### src/core/rfc_pkg.sv
// Package of constants for the radio control configuration slice
`default_nettype none
package rfc_pkg;
	// ==========================================================
	// Register map
	localparam logic [5:0] RADIO_FSM_CONFIG0_ADDR = 6'h18;
	localparam logic [7:0] RADIO_FSM_CONFIG0_RST  = 8'h04;
	// ==========================================================
	// Field positions
	localparam int AUTOCAL_LSB   = 4;
	localparam int SETTLE_LSB    = 2;
	localparam int PIN_CTRL_BIT  = 1;
	localparam int OSC_KEEP_BIT  = 0;
	// ==========================================================
	// Autocal settings
	localparam logic [1:0] AUTOCAL_NEVER     = 2'h0;
	localparam logic [1:0] AUTOCAL_FROM_IDLE = 2'h1;
	localparam logic [1:0] AUTOCAL_TO_IDLE   = 2'h2;
	localparam logic [1:0] AUTOCAL_EVERY4    = 2'h3;
	// ==========================================================
	// Ripple counter and expiry counts
	localparam int         RIPPLE_BITS  = 6;
	localparam logic [8:0] EXPIRE_CNT0  = 9'h001;
	localparam logic [8:0] EXPIRE_CNT1  = 9'h010;
	localparam logic [8:0] EXPIRE_CNT2  = 9'h040;
	localparam logic [8:0] EXPIRE_CNT3  = 9'h100;
	// ==========================================================
	// Radio states seen by this slice
	typedef enum logic [4:0] {
		RFC_SLEEP = 5'h01,
		RFC_IDLE  = 5'h02,
		RFC_RX    = 5'h04,
		RFC_TX    = 5'h08,
		RFC_FSTX  = 5'h10
	} rfc_state_e;
endpackage
`default_nettype wire

### src/core/rfc_settle_timer.sv
// Six-bit ripple counter that counts expiries after the oscillator settles
`default_nettype none
module rfc_settle_timer
	import rfc_pkg::*;
#(
	parameter int RBITS = RIPPLE_BITS
) (
	input  wire logic       clk,
	input  wire logic       sys_rst,
	input  wire logic       run,
	input  wire logic [1:0] settle_sel,
	output logic            done
);
	logic [RBITS-1:0] ripple_reg;
	logic [8:0]       expiry_reg;
	logic [8:0]       target;

	// Expiry count chosen by the field
	always_comb begin
		case (settle_sel)
			2'h0:    target = EXPIRE_CNT0;
			2'h1:    target = EXPIRE_CNT1;
			2'h2:    target = EXPIRE_CNT2;
			default: target = EXPIRE_CNT3;
		endcase
	end

	// Count ripple wraps while running; clear when stopped
	always_ff @(posedge clk or posedge sys_rst) begin
		if (sys_rst) begin
			ripple_reg <= '0;
			expiry_reg <= 9'h000;
			done       <= 1'b0;
		end else if (!run) begin
			ripple_reg <= '0;
			expiry_reg <= 9'h000;
			done       <= 1'b0;
		end else if (!done) begin
			ripple_reg <= ripple_reg + 1'b1;
			if (&ripple_reg) begin
				expiry_reg <= expiry_reg + 9'h001;
				if (expiry_reg + 9'h001 >= target)
					done <= 1'b1;
			end
		end
	end
endmodule
`default_nettype wire

### src/core/rfc_fsm_config.sv
// Radio state machine configuration register with calibration and ready timing
// Notes on behaviour
// With autocal setting 00 calibration starts only from the calibrate strobe.
// With setting 01 calibration runs on each move from idle to receive, transmit or transmit-synth-on.
// With setting 10 calibration runs on each return from receive or transmit to idle.
// With setting 11 calibration runs on every fourth such return, using a modulo-four count.
// After the oscillator settles, chip ready goes low only once the ripple counter expired enough times.
// The two-bit settle field picks 1, 16, 64 or 256 expiries and resets to 01.
// The pin control enable bit lets pins steer radio state and resets to off.
// The keep-on bit holds the oscillator running in sleep.
`default_nettype none
module rfc_fsm_config
	import rfc_pkg::*;
(
	input  wire logic       clk,
	input  wire logic       sys_rst,
	input  wire logic       cfg_wr,
	input  wire logic       cfg_rd,
	input  wire logic [5:0] cfg_addr,
	input  wire logic [7:0] cfg_wdata,
	output logic      [7:0] cfg_rdata,
	input  wire logic       calibrate_strobe,
	input  wire logic [4:0] radio_state,
	input  wire logic       osc_stable_pin,
	output logic            synth_cal_start,
	output logic            chip_ready_n,
	output logic            pin_ctrl_enable,
	output logic            osc_keep_on_in_sleep
);
	// ==========================================================
	// Decoding helpers
	// Each decode is shared by every place that needs it, so the write
	// path, the read path and the transition logic cannot drift apart.

	// True when the port addresses the one mapped register
	function automatic logic cfg_hit(input logic [5:0] addr);
		cfg_hit = addr == RADIO_FSM_CONFIG0_ADDR;
	endfunction

	// True for the two states whose exit to idle counts as a return
	function automatic logic is_rx_or_tx(input logic [4:0] state);
		is_rx_or_tx = state == RFC_RX || state == RFC_TX;
	endfunction

	// True for the states an idle-to-active calibration may target
	function automatic logic is_active_target(input logic [4:0] state);
		is_active_target = is_rx_or_tx(state) || state == RFC_FSTX;
	endfunction

	// Byte layout seen by the host; bits 7:6 are not implemented
	function automatic logic [7:0] pack_cfg(
		input logic [1:0] autocal,
		input logic [1:0] settle,
		input logic       pin_ctrl,
		input logic       osc_keep
	);
		pack_cfg = {2'h0, autocal, settle, pin_ctrl, osc_keep};
	endfunction

	// ==========================================================
	// Configuration register
	// Field map of the byte:
	//   7:6 unused, read as zero
	//   5:4 autocal select, when the synthesizer calibrates itself
	//   3:2 settle count select, ripple expiries before ready
	//   1   pin control enable
	//   0   keep oscillator on in sleep
	logic [1:0] synth_autocal_select_reg;
	logic [1:0] poweron_settle_count_reg;
	logic       pin_ctrl_reg;
	logic       osc_keep_reg;
	logic       cfg_wr_hit;
	logic       cfg_rd_hit;

	// Strobes qualified by the address; writes to other addresses are ignored, reads of them return zero
	assign cfg_wr_hit = cfg_wr && cfg_hit(cfg_addr);
	assign cfg_rd_hit = cfg_rd && cfg_hit(cfg_addr);

	// Autocal select field
	always_ff @(posedge clk or posedge sys_rst) begin
		if (sys_rst)
			synth_autocal_select_reg <= RADIO_FSM_CONFIG0_RST[AUTOCAL_LSB+:2];
		else if (cfg_wr_hit)
			synth_autocal_select_reg <= cfg_wdata[AUTOCAL_LSB+:2];
	end

	// Settle count field; a change mid-count takes effect at the next expiry
	always_ff @(posedge clk or posedge sys_rst) begin
		if (sys_rst)
			poweron_settle_count_reg <= RADIO_FSM_CONFIG0_RST[SETTLE_LSB+:2];
		else if (cfg_wr_hit)
			poweron_settle_count_reg <= cfg_wdata[SETTLE_LSB+:2];
	end

	// Pin control enable bit, off after reset
	always_ff @(posedge clk or posedge sys_rst) begin
		if (sys_rst)
			pin_ctrl_reg <= RADIO_FSM_CONFIG0_RST[PIN_CTRL_BIT];
		else if (cfg_wr_hit)
			pin_ctrl_reg <= cfg_wdata[PIN_CTRL_BIT];
	end

	// Oscillator keep-on bit
	always_ff @(posedge clk or posedge sys_rst) begin
		if (sys_rst)
			osc_keep_reg <= RADIO_FSM_CONFIG0_RST[OSC_KEEP_BIT];
		else if (cfg_wr_hit)
			osc_keep_reg <= cfg_wdata[OSC_KEEP_BIT];
	end

	// Read data registered; unmapped addresses read zero and the
	// last read value stands until the next read strobe
	always_ff @(posedge clk or posedge sys_rst) begin
		if (sys_rst)
			cfg_rdata <= 8'h00;
		else if (cfg_rd_hit)
			cfg_rdata <= pack_cfg(synth_autocal_select_reg, poweron_settle_count_reg, pin_ctrl_reg, osc_keep_reg);
		else if (cfg_rd)
			cfg_rdata <= 8'h00;
	end

	// Pin control goes out through its own flop so the output is glitch free
	always_ff @(posedge clk or posedge sys_rst) begin
		if (sys_rst)
			pin_ctrl_enable <= RADIO_FSM_CONFIG0_RST[PIN_CTRL_BIT];
		else
			pin_ctrl_enable <= pin_ctrl_reg;
	end

	// Keep-on request for the oscillator power control, one cycle behind the bit
	always_ff @(posedge clk or posedge sys_rst) begin
		if (sys_rst)
			osc_keep_on_in_sleep <= RADIO_FSM_CONFIG0_RST[OSC_KEEP_BIT];
		else
			osc_keep_on_in_sleep <= osc_keep_reg;
	end

	// ==========================================================
	// Transition detection; a state change is seen in the same cycle, against the registered previous state
	logic [4:0] prev_state_reg;
	logic       from_idle;
	logic       to_idle;

	// Previous state, reset to idle so the first cycle shows no move
	always_ff @(posedge clk or posedge sys_rst) begin
		if (sys_rst)
			prev_state_reg <= RFC_IDLE;
		else
			prev_state_reg <= radio_state;
	end

	// Leaving idle for an active state; a wake from sleep straight into
	// receive is not a move from idle and does not calibrate
	assign from_idle = prev_state_reg == RFC_IDLE && is_active_target(radio_state);
	// Returning to idle; leaving the transmit-synth-on state is not a return
	assign to_idle   = is_rx_or_tx(prev_state_reg) && radio_state == RFC_IDLE;

	// Modulo-four count of returns to idle, kept in every mode
	// so switching into setting 11 keeps the phase of earlier returns
	logic [1:0] return_cnt_reg;
	always_ff @(posedge clk or posedge sys_rst) begin
		if (sys_rst)
			return_cnt_reg <= 2'h0;
		else if (to_idle)
			return_cnt_reg <= return_cnt_reg + 2'h1;
	end

	// Calibration request: one-cycle pulse. A strobe and an automatic
	// event in the same cycle merge into one pulse, never two.
	logic cal_next;
	always_comb begin
		cal_next = calibrate_strobe;
		case (synth_autocal_select_reg)
			AUTOCAL_NEVER:     cal_next = calibrate_strobe;
			AUTOCAL_FROM_IDLE: cal_next = calibrate_strobe | from_idle;
			AUTOCAL_TO_IDLE:   cal_next = calibrate_strobe | to_idle;
			AUTOCAL_EVERY4:    cal_next = calibrate_strobe | (to_idle && return_cnt_reg == 2'h3);
			default:           cal_next = calibrate_strobe;
		endcase
	end

	always_ff @(posedge clk or posedge sys_rst) begin
		if (sys_rst)
			synth_cal_start <= 1'b0;
		else
			synth_cal_start <= cal_next;
	end

	// ==========================================================
	// Oscillator-stable pin synchroniser, then settle timer
	logic sync1_reg;
	logic sync2_reg;
	logic settle_done;

	// Two-flop synchroniser; only the second stage is read by logic
	always_ff @(posedge clk or posedge sys_rst) begin
		if (sys_rst) begin
			sync1_reg <= 1'b0;
			sync2_reg <= 1'b0;
		end else begin
			sync1_reg <= osc_stable_pin;
			sync2_reg <= sync1_reg;
		end
	end

	// Expiry counting lives in its own module; it restarts from zero
	// whenever the synchronised oscillator-stable level drops
	rfc_settle_timer rfc_settle_timer_inst (
		.clk        (clk),
		.sys_rst    (sys_rst),
		.run        (sync2_reg),
		.settle_sel (poweron_settle_count_reg),
		.done       (settle_done)
	);

	// Ready is active low; released high again if the oscillator drops
	// The host must wait for the level, not an edge, after every wake
	always_ff @(posedge clk or posedge sys_rst) begin
		if (sys_rst)
			chip_ready_n <= 1'b1;
		else
			chip_ready_n <= ~settle_done;
	end
endmodule
`default_nettype wire

### config.mk
export PLATFORM = sky130hd
export DESIGN_NAME = rfc_fsm_config
export DESIGN_NICKNAME = d
export VERILOG_FILES = /design/src/core/rfc_pkg.sv /design/src/core/rfc_settle_timer.sv /design/src/core/rfc_fsm_config.sv
export SDC_FILE = /design/constraint.sdc
export NUM_CORES = 1
export LEC_CHECK = 0
export BUFFER_PORTS_ARGS = -buffer_cell sky130_fd_sc_hd__buf_2
export CAP_MARGIN = 20
export CORE_UTILIZATION = 40
export CTS_BUF_LIST = sky130_fd_sc_hd__clkbuf_16
export DETAILED_ROUTE_END_ITERATION = 16
export PLACE_DENSITY = 0.65
export SETUP_SLACK_MARGIN = 0.3
export SLEW_MARGIN = 20
export SYNTH_ARGS = -nofsm -noshare
export SYNTH_HDL_FRONTEND = slang
export SYNTH_SLANG_ARGS = --single-unit
### constraint.sdc
create_clock -name clk -period 1.9 [get_ports clk]
set_input_delay 0.38 -clock clk [delete_from_list [all_inputs] [get_ports clk]]
set_output_delay 0.38 -clock clk [all_outputs]
set_load 0.005 [all_outputs]
==> flow_summary_export.csv <==
group,metric,value,unit
detailed_routing,drc,0,
timing,timing_worst_slew_pin_value,0.5123,ns
cts,cts_resized,0,
setup_path,critPathCaptureType,"flop",
setup_path,max_stage_delay,0.40,ns
grt,overflow,0,
cts,ctsRootBufferMaster,"clkbuf_16",
timing,clock.fmax,563.6,MHz
timing,finClkSkew,0.009398,ns
timing,rsz0062_at_grt,"yes",
setup_path,startpoint_type,"flop",
hold_path,worstHoldPathType,"in -> reg",
logic_synthesis,synthesis.area,0.001987,mm2
logic_synthesis,synth_seq_cells,41,
timing,period_share,93.39,%
cts,ctsHoldBuffers,0,
pwr,ir_drop,0.5044,mV
logic_synthesis,yosysWarnings,0,
detailed_routing,drtAntennaViolNets,0,
finish,nFillCells,445,
floorplanning,die_area,0.005253,mm2
logic_synthesis,synthCells,183,
pwr,power,1.884,mW
logic_synthesis,yosys.area.top_type,"dfrtp_1",
grt,track_usage,15.63,%
placed_design,portBuffers,32,
cts,numCtsBuffers,5,
detailed_routing,wire_per_inst,12.15,um
floorplanning,initial_utilization,41.79,%
setup_path,cp-startpoint,"rfc_settle_timer_inst.expiry_reg[1]$_DFFE_PP0P_",
setup_path,crit_type,"reg -> reg",
finish,area_delta_synth_final,26.39,%
finish,num_antenna_cells,0,
setup_path,cp_max_fo,4,
timing,slew_headroom,65.85,%
placed_design,gp_congestion,0.7687,
logic_synthesis,synth_edf_count,0,
finish,nets,260,
finish,largest_reg_flops,9,
setup_path,cp_cell_sequence,"ha_4 > nand3_4 > nor3_4 > xor2_1 > ha_2 > inv_2 > o31ai_4 > nor4b_2 > a31oi_1",
hold_path,holdCritStartpoint,"osc_stable_pin",
finish,final_core_util,52.82,%
detailed_routing,vias,1452,
logic_synthesis,synth.distinct_cells,44,
pwr,power.density,750.2,mW/mm2
setup_path,cp.arrival,1.98,ns
pwr,p_leak,1.154,nW
cts,cts_tree,"built",
finish,final_common_cell,"dfrtp_1",
floorplanning,placementRows,25,
setup_path,slowest_stage,"dfrtp_1",
setup_path,path_delay_family,"flip-flops",
logic_synthesis,synth_top_area_share,47.86,%
logic_synthesis,async_reset_ff_share,100.0,%
outcome,status,"finished, final reports clean",
floorplanning,core,0.004755,mm2
setup_path,cp.required,2.10,ns
cts,cts_max_level,2,
floorplanning,ioPinCount,37,
timing,drv_slew,0,
logic_synthesis,syn_area_per_cell,10.86,um2
detailed_routing,dr.pass1.iters,4,
finish,final_cell_mix,"38 x dfrtp_1, 32 x buf_2, 15 x nand2_1",
floorplanning,die_w,72.48,um
cts,clk_latency,0.28,ns
logic_synthesis,seq_area_frac_synth,51.83,%
setup_path,rr_startpoint,"rfc_settle_timer_inst.expiry_reg[1]$_DFFE_PP0P_",
timing,setup_viol,0,
grt,grt_pass1_vias,1418,
logic_synthesis,synthFlopType,"dfrtp_1",
run,max_cap_violations,0,
timing,fin_crit,1.774,ns
cts,path_clk_slew,0.06,ns
grt,antenna_found_initial,0,
detailed_routing,vias_per_cell,4.905,
detailed_routing,drt-initial-drc-count,63,
grt,grt_max_degree,42,
finish,drive_gt1_share,31.44,%
timing,timing.hold.ws,0.2049,ns
grt,grt_first_pass_wirelength,6265,um
placed_design,dp_hpwl,2544,um
floorplanning,die_y,72.48,um
logic_synthesis,synth_area_leaders,"dfrtp_1 48%, ha_1 4.4%, xnor2_1 4.4%",
cts,cts.path.max_buffers,2,
setup_path,critPathBufInv,1,
detailed_routing,totalWireLength,3595,um
timing,hold_viol,0,
cts,cts_sinks,41,
-- timing repair --
item	CTS	global route
setup buffers	3	1
gates cloned	0	0
pin swaps	2	3
endpoints found under the setup margin	5	7
-- logic make-up (layout without fill, tap and decap cells) --
logic type | after synthesis | count (layout) | share of synthesized area [%]
buffers and inverters | 19 | 64 | 4.219
AND/OR/NAND/NOR | 59 | 59 | 18.07
XOR/XNOR | 13 | 13 | 5.731
other | 1 | 2 | 0.1887
adder cells (fa/ha/maj) | 7 | 7 | 4.408
AO/OA/AOI/OAI | 35 | 35 | 10.89
multiplexers | 8 | 8 | 4.660
flip-flops | 41 | 41 | 51.83
-- cell usage after synthesis (all sizes together) (2+ instances only) --
library cell and number:
nor2b 3, o22ai 6, or3 3, nor4b 2, nor2 5, mux2 7, nand4 2, o31ai 2
a21o 2, clkbuf 5, buf 3, a22o 4, dfrtp 38, xor2 3, ha 7, dfstp 3
nand2 15, inv 11, nand2b 3, and3 2, nand4b 2, nand3 6, o21ai 13, a31oi 3
nor4 2, and2 4, nor3 4, a21oi 3, xnor2 10
-- worst reg2reg max path: stages, from the launching register on --
cell and delay (ns):
dfrtp_1 0.40, ha_4 0.18, nand3_4 0.09, nor3_4 0.15
xor2_1 0.20, ha_2 0.20, inv_2 0.04, o31ai_4 0.20
nor4b_2 0.08, a31oi_1 0.16
-- worst paths after layout --
check | slack, ns | to | cells past startpoint
setup / recovery | 0.13 | rfc_settle_timer_inst.done$_DFF_PP0_ | 9
hold / removal | 0.20 | sync1_reg$_DFF_PP0_ | 1
setup reg to reg | 0.13 | rfc_settle_timer_inst.done$_DFF_PP0_ | 9
hold reg to reg | 0.35 | sync2_reg$_DFF_PP0_ | 0
max in group asynchronous | 1.31 | prev_state_reg[1]$_DFF_PP1_ | 3
min in group asynchronous | 0.22 | rfc_settle_timer_inst.ripple_reg[3]$_DFFE_PP0P_ | 3
-- area by class of cell --
class	count	area, um2	share of cell area, %
multi-input cells	124	962.2	38.32
inverters	11	41.29	1.644
clock buffers	5	125.1	4.983
flip-flops and latches	41	1030	41.01
clock inverters	3	11.26	0.4484
repair buffers	45	257.7	10.26
well taps	67	83.83	3.338
-- through the flow --
stage               worst slack (ns)  TNS [ns]  instances  area, um2
floorplan                     0.2126         0        184       2078
global placement             0.05905         0        284       2345
global route                -0.01704  -0.01704        296       2511
detailed placement           0.08409         0        284       2345
finish                        0.1256         0        296       2511
CTS                           0.1036         0        295       2504
-- routing by layer --
layer	global-route usage (%)	part of all wire, %
met1	20.41	48
met2	24.30	47
met3	5.000	3.9
met4	5.882	1.3
met5	0	0
-- report_power, final --
group,switching [mW],leakage [nW],internal [mW]
registers,0.0318,0.538,0.916
logic,0.0691,0.541,0.0736
clock network,0.321,0.0738,0.472
No activity file was read; power rests on OpenSTA's default activity.
